### config.mk
export PLATFORM = sky130hd
export DESIGN_NAME = drive_terminal_io_logic
export DESIGN_NICKNAME = d
export VERILOG_FILES = /design/src/core/drive_io_pkg.sv /design/src/core/drive_terminal_io_logic.sv
export SDC_FILE = /design/constraint.sdc
export NUM_CORES = 1
export LEC_CHECK = 0
export BUFFER_PORTS_ARGS = -buffer_cell sky130_fd_sc_hd__buf_2
export CORE_MARGIN = 10
export CORE_UTILIZATION = 51
export DETAILED_ROUTE_END_ITERATION = 6
export PLACE_DENSITY = 0.77
export SLEW_MARGIN = 5
export SYNTH_ARGS = -nofsm -noshare
export SYNTH_HDL_FRONTEND = slang
export SYNTH_SLANG_ARGS = --single-unit
export TNS_END_PERCENT = 10
### constraint.sdc
create_clock -name clk_sys_i -period 3.1 [get_ports clk_sys_i]
set_input_delay 0.31 -clock clk_sys_i [delete_from_list [all_inputs] [get_ports clk_sys_i]]
set_output_delay 0.31 -clock clk_sys_i [all_outputs]
set_load 0.02 [all_outputs]
### src/core/drive_io_pkg.sv
// package for the drive terminal logic: avalon register map, selector codes, flag layout
// assumes a 25 MHz system clock and a 32-bit avalon-mm slave with byte addresses
package drive_io_pkg;
	localparam int CLK_HZ = 25000000;
	localparam int ADDR_W = 4;
	// register byte offsets
	localparam logic [ADDR_W-1:0] OFS_CTRL = 4'h0;
	localparam logic [ADDR_W-1:0] OFS_INSEL = 4'h4;
	localparam logic [ADDR_W-1:0] OFS_OUTSEL = 4'h8;
	localparam logic [ADDR_W-1:0] OFS_STATUS = 4'hc;
	// control register fields
	localparam int CTRL_STOP_LSB = 0;
	localparam int CTRL_JOG_EN_BIT = 16;
	localparam int CTRL_SAFETY_BIT = 17;
	localparam int CTRL_EXTSUP_BIT = 18;
	localparam logic [15:0] STOP_METHOD_RST = 16'h270f;
	// stop method ranges and special codes
	localparam logic [15:0] STOP_COAST_LO = 16'h0000;
	localparam logic [15:0] STOP_COAST_HI = 16'h0064;
	localparam logic [15:0] STOP_DIR_LO = 16'h03e8;
	localparam logic [15:0] STOP_DIR_HI = 16'h044c;
	localparam logic [15:0] STOP_DIR_DEC = 16'h22b8;
	// input selector codes
	localparam logic [7:0] IN_FUNC_HOLD = 8'h19;
	localparam logic [7:0] IN_FUNC_FWD = 8'h3c;
	localparam logic [7:0] IN_FUNC_REV = 8'h3d;
	localparam logic [7:0] INSEL_A_RST = 8'h3c;
	localparam logic [7:0] INSEL_B_RST = 8'h3d;
	localparam logic [7:0] INSEL_C_RST = 8'h19;
	// output selector codes
	localparam logic [7:0] NEG_OFFSET = 8'h64;
	localparam logic [7:0] OSEL_A_RST = 8'h00;
	localparam logic [7:0] OSEL_B_RST = 8'h04;
	localparam logic [7:0] OSEL_C_RST = 8'h63;
	localparam logic [7:0] CODE_RUN = 8'h00;
	localparam logic [7:0] CODE_AT_SPEED = 8'h01;
	localparam logic [7:0] CODE_OVERLOAD = 8'h03;
	localparam logic [7:0] CODE_FREQ_TH = 8'h04;
	localparam logic [7:0] CODE_REGEN = 8'h07;
	localparam logic [7:0] CODE_THERMAL = 8'h08;
	localparam logic [7:0] CODE_READY = 8'h0b;
	localparam logic [7:0] CODE_CUR_HIGH = 8'h0c;
	localparam logic [7:0] CODE_ZERO_CUR = 8'h0d;
	localparam logic [7:0] CODE_PFAIL = 8'h2e;
	localparam logic [7:0] CODE_EXT_SUP = 8'h44;
	localparam logic [7:0] CODE_SAFE = 8'h50;
	localparam logic [7:0] CODE_SAFE2 = 8'h51;
	localparam logic [7:0] CODE_AVG_CUR = 8'h5d;
	localparam logic [7:0] CODE_FAULT = 8'h63;
	localparam logic [7:0] CODE_MAX = 8'hc7;
	// analog thresholds in percent
	localparam logic [7:0] PREALARM_PCT = 8'h55;
	// detection persistence: time in ms and derived cycles
	localparam int DETECT_MS = 100;
	localparam int DETECT_CYC = (CLK_HZ / 1000) * DETECT_MS;
	localparam int DET_W = 22;
	localparam int RD_WAIT = 1;

	typedef enum logic [1:0] {
		CMD_STOP = 2'b00,
		CMD_FWD = 2'b01,
		CMD_REV = 2'b11
	} cmd_t;

	// analog and internal status arriving at the block, same clock
	typedef struct packed {
		logic [15:0] out_freq;
		logic [15:0] set_freq;
		logic [15:0] start_freq;
		logic [15:0] fth_fwd;
		logic [15:0] fth_rev;
		logic [7:0] regen_pct;
		logic [7:0] thermal_pct;
		logic current_over;
		logic power_under;
		logic powerfail_decel;
		logic powerfail_release;
		logic reset_done;
		logic fault;
		logic overload;
		logic safe_active;
		logic safe_ok;
		logic ext_supply;
		logic avg_cur_pulse;
		logic reverse_rot;
	} drive_stat_t;

	// raw terminal pins
	typedef struct packed {
		logic term_a;
		logic term_b;
		logic term_c;
		logic output_stop;
		logic inching;
	} term_pins_t;
endpackage

### src/core/drive_terminal_io_logic.sv
// drive terminal logic: start decoding on three input terminals and routing of status flags
// to two open-collector outputs and a relay output; avalon-mm slave for settings
// assumes terminal pins are asynchronous and status inputs share clk_sys_i
// Functional notes
// stop method 0..100 or 1000..1100 coasts on start removal, else decelerates.
// forward start only on first selector, reverse only on second selector.
// hold input active enables self holding; start inputs become triggers.
// in self holding a start pulse latches and running continues.
// far side pulses the opposite input once to reverse.
// hold input released once clears latch and decelerates to stop.
// selector value 25 attaches hold function to that terminal.
// inching active with inching enabled makes hold input ignored.
// output stop shuts output but keeps self holding latch.
// start decode tables for the two stop method groups.
// output code 0..99 positive, 100..199 negative logic.
// outputs reset to codes 0, 4 and 99.
// codes 93 and 193 refused on relay selector.
// 80,81,180,181 need safety variant; 68,168 also need external supply.
// code 0 flag when output frequency at or above starting frequency; the code also requires a nonzero output frequency.
// code 1 flag when output frequency reaches commanded frequency.
// code 4 flag at threshold; separate threshold in reverse.
// code 7 flag at 85 percent regen duty.
// code 8 flag at 85 percent thermal level.
// code 11 flag after reset processing, kept while startable or running.
// codes 12 and 13 assert only after condition persists configured time.
// code 46 asserts during power fail decel, latched until released.
// latched direction follows most recent pulsed input.
// methods 1000..1100 or 8888: forward starts, reverse selects direction.
`timescale 1ns/1ps
`default_nettype none
module drive_terminal_io_logic
	import drive_io_pkg::*;
#(
	parameter int DETECT_CYCLES = DETECT_CYC
) (
	input wire logic clk_sys_i,
	input wire logic sys_rst_i,
	input wire logic [ADDR_W-1:0] avs_address_i,
	input wire logic avs_read_i,
	input wire logic avs_write_i,
	input wire logic [31:0] avs_writedata_i,
	input wire logic [3:0] avs_byteenable_i,
	output logic [31:0] avs_readdata_o,
	output logic avs_waitrequest_o,
	input wire term_pins_t pins_i,
	input wire drive_stat_t stat_i,
	output logic [1:0] run_cmd_o,
	output logic coast_o,
	output logic output_enable_o,
	output logic oc_a_o,
	output logic oc_b_o,
	output logic relay_o
);
	typedef struct packed {
		term_pins_t sync1;
		term_pins_t sync2;
		logic [15:0] stop_method;
		logic jog_en;
		logic safety_var;
		logic ext_sup_opt;
		logic [7:0] insel_a;
		logic [7:0] insel_b;
		logic [7:0] insel_c;
		logic [7:0] osel_a;
		logic [7:0] osel_b;
		logic [7:0] osel_c;
		logic fwd_prev;
		logic rev_prev;
		logic hold_prev;
		logic held;
		logic held_rev;
		logic pf_latch;
		logic [DET_W-1:0] cur_cnt;
		logic [DET_W-1:0] pow_cnt;
		logic [1:0] run_cmd;
		logic coast;
		logic oc_a;
		logic oc_b;
		logic relay;
		logic [31:0] rdata;
		logic rd_done;
	} state_t;

	state_t q, d;

	// flags indexed by code; absent codes read zero
	function automatic logic flag_of(input logic [7:0] code, input logic [63:0] flags);
		flag_of = (code < 8'd64) ? flags[code[5:0]] : 1'b0;
	endfunction

	// accepted codes per selector
	function automatic logic code_ok(input logic [7:0] code, input logic relay, input logic safety,
		input logic ext_sup);
		logic [7:0] base;
		base = (code >= NEG_OFFSET) ? code - NEG_OFFSET : code;
		code_ok = (code <= CODE_MAX);
		if (base == CODE_AVG_CUR && relay) begin
			code_ok = 1'b0;
		end
		if ((base == CODE_SAFE || base == CODE_SAFE2) && !safety) begin
			code_ok = 1'b0;
		end
		if (base == CODE_EXT_SUP && !(safety && ext_sup)) begin
			code_ok = 1'b0;
		end
	endfunction

	// drive one output from its selector code with polarity
	function automatic logic route(input logic [7:0] code, input logic [63:0] flags);
		if (code >= NEG_OFFSET) begin
			route = !flag_of(code - NEG_OFFSET, flags);
		end else begin
			route = flag_of(code, flags);
		end
	endfunction

	function automatic logic [7:0] merge8(input logic [7:0] old, input logic [7:0] nw, input logic be);
		merge8 = be ? nw : old;
	endfunction

	logic [63:0] flags;
	logic fwd_in, rev_in, hold_in, hold_assigned, self_hold;
	logic in_coast_range, in_dir_range;
	logic [7:0] pct85_regen, pct85_therm;
	logic [15:0] fth;
	logic [1:0] decoded;

	always_comb begin
		d = q;
		d.sync1 = pins_i;
		d.sync2 = q.sync1;
		// forward only on terminal a, reverse only on terminal b, hold on any selector set to 25
		fwd_in = q.sync2.term_a && (q.insel_a == IN_FUNC_FWD);
		rev_in = q.sync2.term_b && (q.insel_b == IN_FUNC_REV);
		hold_assigned = (q.insel_a == IN_FUNC_HOLD) || (q.insel_b == IN_FUNC_HOLD) ||
			(q.insel_c == IN_FUNC_HOLD);
		hold_in = (q.insel_a == IN_FUNC_HOLD && q.sync2.term_a) ||
			(q.insel_b == IN_FUNC_HOLD && q.sync2.term_b) ||
			(q.insel_c == IN_FUNC_HOLD && q.sync2.term_c);
		// inching freezes the hold level, so neither its release nor inching itself clears the latch
		self_hold = hold_assigned && ((q.sync2.inching && q.jog_en) ? q.hold_prev : hold_in);
		in_coast_range = (q.stop_method <= STOP_COAST_HI);
		in_dir_range = (q.stop_method >= STOP_DIR_LO) && (q.stop_method <= STOP_DIR_HI);
		// two-wire decode
		if (in_dir_range || q.stop_method == STOP_DIR_DEC) begin
			// forward starts, reverse picks direction
			decoded = !fwd_in ? CMD_STOP : (rev_in ? CMD_REV : CMD_FWD);
		end else begin

			decoded = (fwd_in ^ rev_in) ? (fwd_in ? CMD_FWD : CMD_REV) : CMD_STOP;
		end
		d.fwd_prev = fwd_in;
		d.rev_prev = rev_in;
		d.hold_prev = self_hold;
		if (self_hold) begin
			// pulse release latches the newest direction
			if (q.fwd_prev && !fwd_in) begin
				d.held = 1'b1;
				d.held_rev = 1'b0;
			end
			if (q.rev_prev && !rev_in) begin
				d.held = 1'b1;
				d.held_rev = 1'b1;
			end
			d.run_cmd = q.held ? (q.held_rev ? CMD_REV : CMD_FWD) : decoded;
		end else begin
			if (q.hold_prev) begin
				d.held = 1'b0;
			end
			d.run_cmd = decoded;
		end
		// coast only for the two timed ranges, decel otherwise
		d.coast = (d.run_cmd == CMD_STOP) && (in_coast_range || in_dir_range);
		// persistence counters
		d.cur_cnt = stat_i.current_over ? ((q.cur_cnt < DET_W'(DETECT_CYCLES)) ? q.cur_cnt + 1'b1 :
			q.cur_cnt) : '0;
		d.pow_cnt = stat_i.power_under ? ((q.pow_cnt < DET_W'(DETECT_CYCLES)) ? q.pow_cnt + 1'b1 :
			q.pow_cnt) : '0;
		// set wins over release
		if (stat_i.powerfail_decel) begin
			d.pf_latch = 1'b1;
		end else if (stat_i.powerfail_release) begin
			d.pf_latch = 1'b0;
		end
		pct85_regen = PREALARM_PCT;
		pct85_therm = PREALARM_PCT;
		fth = stat_i.reverse_rot ? stat_i.fth_rev : stat_i.fth_fwd;
		flags = '0;
		flags[CODE_RUN[5:0]] = (stat_i.out_freq >= stat_i.start_freq) && (stat_i.out_freq != 16'h0000);
		flags[CODE_AT_SPEED[5:0]] = (stat_i.out_freq == stat_i.set_freq);
		flags[CODE_OVERLOAD[5:0]] = stat_i.overload;
		flags[CODE_FREQ_TH[5:0]] = (stat_i.out_freq >= fth);
		flags[CODE_REGEN[5:0]] = (stat_i.regen_pct >= pct85_regen);
		flags[CODE_THERMAL[5:0]] = (stat_i.thermal_pct >= pct85_therm);
		flags[CODE_READY[5:0]] = stat_i.reset_done && !stat_i.fault;
		flags[CODE_CUR_HIGH[5:0]] = (q.cur_cnt >= DET_W'(DETECT_CYCLES));
		flags[CODE_ZERO_CUR[5:0]] = (q.pow_cnt >= DET_W'(DETECT_CYCLES));
		flags[CODE_PFAIL[5:0]] = q.pf_latch || stat_i.powerfail_decel;
		d.oc_a = route(q.osel_a, flags);
		d.oc_b = route(q.osel_b, flags);
		d.relay = (q.osel_c[7:0] == CODE_AVG_CUR) ? 1'b0 : route(q.osel_c, flags);
		if (q.osel_a == CODE_AVG_CUR || q.osel_a == CODE_AVG_CUR + NEG_OFFSET) begin
			d.oc_a = stat_i.avg_cur_pulse ^ (q.osel_a >= NEG_OFFSET);
		end
		if (q.osel_b == CODE_AVG_CUR || q.osel_b == CODE_AVG_CUR + NEG_OFFSET) begin
			d.oc_b = stat_i.avg_cur_pulse ^ (q.osel_b >= NEG_OFFSET);
		end
		if (q.osel_a == CODE_FAULT) d.oc_a = stat_i.fault;
		if (q.osel_b == CODE_FAULT) d.oc_b = stat_i.fault;
		if (q.osel_c == CODE_FAULT) d.relay = stat_i.fault;
		if (q.osel_c == CODE_FAULT + NEG_OFFSET) d.relay = !stat_i.fault;
		if (q.osel_a == CODE_SAFE || q.osel_a == CODE_SAFE + NEG_OFFSET)
			d.oc_a = stat_i.safe_active ^ (q.osel_a >= NEG_OFFSET);
		if (q.osel_b == CODE_SAFE2 || q.osel_b == CODE_SAFE2 + NEG_OFFSET)
			d.oc_b = stat_i.safe_ok ^ (q.osel_b >= NEG_OFFSET);
		// register bus
		d.rd_done = 1'b0;
		if (avs_write_i) begin
			unique case (avs_address_i)
				OFS_CTRL: begin
					d.stop_method[7:0] = merge8(q.stop_method[7:0], avs_writedata_i[7:0], avs_byteenable_i[0]);
					d.stop_method[15:8] = merge8(q.stop_method[15:8], avs_writedata_i[15:8], avs_byteenable_i[1]);
					if (avs_byteenable_i[2]) begin
						d.jog_en = avs_writedata_i[CTRL_JOG_EN_BIT];
						d.safety_var = avs_writedata_i[CTRL_SAFETY_BIT];
						d.ext_sup_opt = avs_writedata_i[CTRL_EXTSUP_BIT];
					end
				end
				OFS_INSEL: begin
					d.insel_a = merge8(q.insel_a, avs_writedata_i[7:0], avs_byteenable_i[0]);
					d.insel_b = merge8(q.insel_b, avs_writedata_i[15:8], avs_byteenable_i[1]);
					d.insel_c = merge8(q.insel_c, avs_writedata_i[23:16], avs_byteenable_i[2]);
				end
				OFS_OUTSEL: begin
					if (avs_byteenable_i[0] && code_ok(avs_writedata_i[7:0], 1'b0, q.safety_var, q.ext_sup_opt))
						d.osel_a = avs_writedata_i[7:0];
					if (avs_byteenable_i[1] && code_ok(avs_writedata_i[15:8], 1'b0, q.safety_var, q.ext_sup_opt))
						d.osel_b = avs_writedata_i[15:8];
					if (avs_byteenable_i[2] && code_ok(avs_writedata_i[23:16], 1'b1, q.safety_var, q.ext_sup_opt))
						d.osel_c = avs_writedata_i[23:16];
				end
				default: begin
				end
			endcase
		end
		if (avs_read_i && !q.rd_done) begin
			d.rd_done = 1'b1;
			unique case (avs_address_i)
				OFS_CTRL: d.rdata = {13'h0000, q.ext_sup_opt, q.safety_var, q.jog_en, q.stop_method};
				OFS_INSEL: d.rdata = {8'h00, q.insel_c, q.insel_b, q.insel_a};
				OFS_OUTSEL: d.rdata = {8'h00, q.osel_c, q.osel_b, q.osel_a};
				OFS_STATUS: d.rdata = {20'h00000, q.pf_latch, q.relay, q.oc_b, q.oc_a, q.coast,
					q.held_rev, q.held, self_hold, q.run_cmd, rev_in, fwd_in};
				default: d.rdata = 32'h00000000;
			endcase
		end
		if (sys_rst_i) begin
			d = '0;
			d.stop_method = STOP_METHOD_RST;
			d.insel_a = INSEL_A_RST;
			d.insel_b = INSEL_B_RST;
			d.insel_c = INSEL_C_RST;
			d.osel_a = OSEL_A_RST;
			d.osel_b = OSEL_B_RST;
			d.osel_c = OSEL_C_RST;
			d.run_cmd = CMD_STOP;
		end
	end

	always_ff @(posedge clk_sys_i) begin
		q <= d;
	end

	assign avs_readdata_o = q.rdata;
	assign avs_waitrequest_o = avs_read_i && !q.rd_done;
	assign run_cmd_o = q.run_cmd;
	assign coast_o = q.coast;
	assign output_enable_o = !q.sync2.output_stop && (q.run_cmd != CMD_STOP);
	assign oc_a_o = q.oc_a;
	assign oc_b_o = q.oc_b;
	assign relay_o = q.relay;
endmodule
`default_nettype wire

==> impl_metrics.tcl <==
set metrics [dict create \
    status "completed" \
    globalRouteOverflowTotal 0 \
    finalSetupTns_ns 0 \
    cts_resized 0 \
    timing.hold.ws_ns 0.0759 \
    via_per_inst 5.90 \
    ys_warn_count 0 \
    slew_violations 0 \
    io_buffer_count 178 \
    syn_to_final_growth_pct 15.0 \
    ys_seq_area_frac 0.313 \
    grt_first_pass_wirelength_um 48300 \
    cts_made_buffers 17 \
    dieHeight_um 161 \
    timing.final.hold_violations 0 \
    die-area_sq_um 25900 \
    mostFrequentLayoutCell "buf_2" \
    post_drt_wl_per_cell_um 18.1 \
    synth_cells 1259 \
    cts_setup_buffers 0 \
    critPathMaxFanout 12 \
    final_cell_mix "buf_2, nor2_1, dfxtp_1, nand2_1, a21oi_1" \
    cts.sinks 158 \
    cp_data_required_time_ns 3.40 \
    nFillCells 1756 \
    path_cells "inv_1, ha_1, or2_2, o21ai_0, a22oi_1, o22ai_1, nand3_1, o311ai_0, o211ai_1" \
    end_kind "flip-flop" \
    cts_tree "yes" \
    maxCapViolations 0 \
    worst_pin_slew_ns 0.924 \
    grt_max_degree 82 \
    p_leak_nw 4.70 \
    drive_gt1_frac 0.181 \
    htreeDepth 4 \
    fin_crit_sh 0.895 \
    start_util 0.520 \
    grt_pass1_vias 9473 \
    fp.dieW_um 161 \
    cpPeakStageDelay_ns 0.59 \
    min_path_cells 2 \
    track_usage 0.224 \
    hpwl_um 22200 \
    stdcell_area_sq_um 11600 \
    start_kind "flip-flop" \
    ys_async_sr_fraction 0 \
    postCtsHoldBufs 0 \
    cts-root-buf "clkbuf_16" \
    crit_type "reg -> reg" \
    nets 1588 \
    ir_worst_vdd_mv 0.390 \
    synth-seq-cells 158 \
    vias 9776 \
    routed_wl_um 30000 \
    maxSlewHeadroom 0.380 \
    drt_first_pass_iters 6 \
    p_per_area_nw_per_um2 426 \
    finalClockSkew_ns 0.00985 \
    antenna_found_initial 2 \
    cp_data_arrival_time_ns 3.07 \
    synth-edff-count 0 \
    crit_slowest_cell "dfxtp_1" \
    drtIter0Drc 905 \
    finalCriticalPeriod_ns 2.77 \
    synth_ff_type "dfxtp_1" \
    num_rows 51 \
    syn_avg_cell_area_sq_um 8.03 \
    drc 0 \
    instances_no_fill 1657 \
    cts_max_path_buffers 2 \
    fmaxAchievable_mhz 361 \
    hold_class "in -> reg" \
    post_dp_cell_area_sq_um 11000 \
    clkLatencyLatePin_ns 0.44 \
    place_inst 1624 \
    reg2reg_depth 9 \
    rsz0062_at_grt "false" \
    place_congestion 0.934 \
    fp.coreArea_sq_um 19500 \
    syn_area_sq_um 10100 \
    finalSetupViolations 0 \
    ant_nets 0 \
    clk_pin_slew_worst_paths_ns 0.06 \
    reg2reg_slack_ns 0.33 \
    synth.distinct_cells 83 \
    pin_count 197 \
]
==> cell usage after synthesis, drive strengths merged (13+ instances only) <==
cell type / n / area [sq um]
nand4: 25 / 171
nor2: 166 / 626
nand2b: 13 / 81.3
nand3: 25 / 125
ha: 53 / 663
o211ai: 17 / 128
clkbuf: 59 / 221
xnor2: 45 / 394
mux2i: 69 / 691
nor4: 13 / 81.3
o21ai: 33 / 165
nor3: 33 / 165
nor2b: 15 / 93.8
xor2: 17 / 149
and3: 15 / 93.8
dfxtp: 158 / 3160
inv: 62 / 233
buf: 43 / 305
a22oi: 35 / 263
a21oi: 93 / 465
a31oi: 15 / 115
nand2: 94 / 353
==> kinds of logic after synthesis <==
logic type | count (synthesis) | share of synthesized area
xor+xnor | 62 | 0.0537
mux | 71 | 0.0705
buf+inv | 165 | 0.0755
compound gates | 293 | 0.199
flops | 158 | 0.313
other cells | 1 | 0.000371
simple gates | 456 | 0.222
fa+ha+maj | 53 | 0.0656
==> registers in the layout, summed over array words and instances (netlist names) <==
name and flops:
oc_b_o 1, run_cmd_o 2, avs_readdata_o 24, relay_o 1, q 128, oc_a_o 1, coast_o 1
==> layer usage <==
layer / GRT usage / wire, um / vias to the layer above
li1: - / - / 4737
met1: 0.284 / 13000 / 4613
met2: 0.370 / 14500 / 368
met3: 0.0412 / 1790 / 58
met4: 0.0877 / 769 / 0
met5: 0 / 0 / -
==> critical path, delay by kind of cell (launching register included) <==
| kind | cells | cell delay (ns) |
|---|---|---|
| AO/OA/AOI/OAI | 5 | 1.04 |
| AND/OR/NAND/NOR | 2 | 0.43 |
| flip-flops | 1 | 0.59 |
| buffers and inverters | 1 | 0.24 |
| adder cells (fa/ha/maj) | 1 | 0.33 |
==> final cells by class <==
cell class / instances / area [sq um] / share of cell area
repair buffers: 195 / 1020 / 0.0876
multi-input cells: 943 / 6230 / 0.536
clock buffers: 20 / 467 / 0.0401
diodes: 2 / 5.00 / 0.000430
inverters: 63 / 236 / 0.0203
clock inverters: 11 / 179 / 0.0154
flip-flops and latches: 158 / 3160 / 0.272
well taps: 265 / 332 / 0.0285
==> power breakdown <==
part	switching (mW)	internal, mW	total [mW]
Sequential	0.0244	2.05	2.08
Combinational	0.344	0.234	0.577
Clock	0.881	1.42	2.30
==> metrics by stage <==
step	worst slack [ns]	power [mW]	utilization
after floorplan	0.0379	2.46	-
after global placement	0.243	2.68	0.564
after detailed placement	0.260	2.69	0.564
after CTS	0.440	4.96	0.597
after global routing	0.135	5.13	0.598
final	0.327	4.95	0.598
==> final timing paths <==
kind / from / end
max: q[99]$_SDFFE_PP1P_ / oc_b_o$_SDFF_PP0_
min: pins_i[1] / q[162]$_SDFF_PP0_
max reg2reg: q[99]$_SDFFE_PP1P_ / oc_b_o$_SDFF_PP0_
min reg2reg: q[162]$_SDFF_PP0_ / q[157]$_SDFF_PP0_
(Power assumes the default switching activity.)
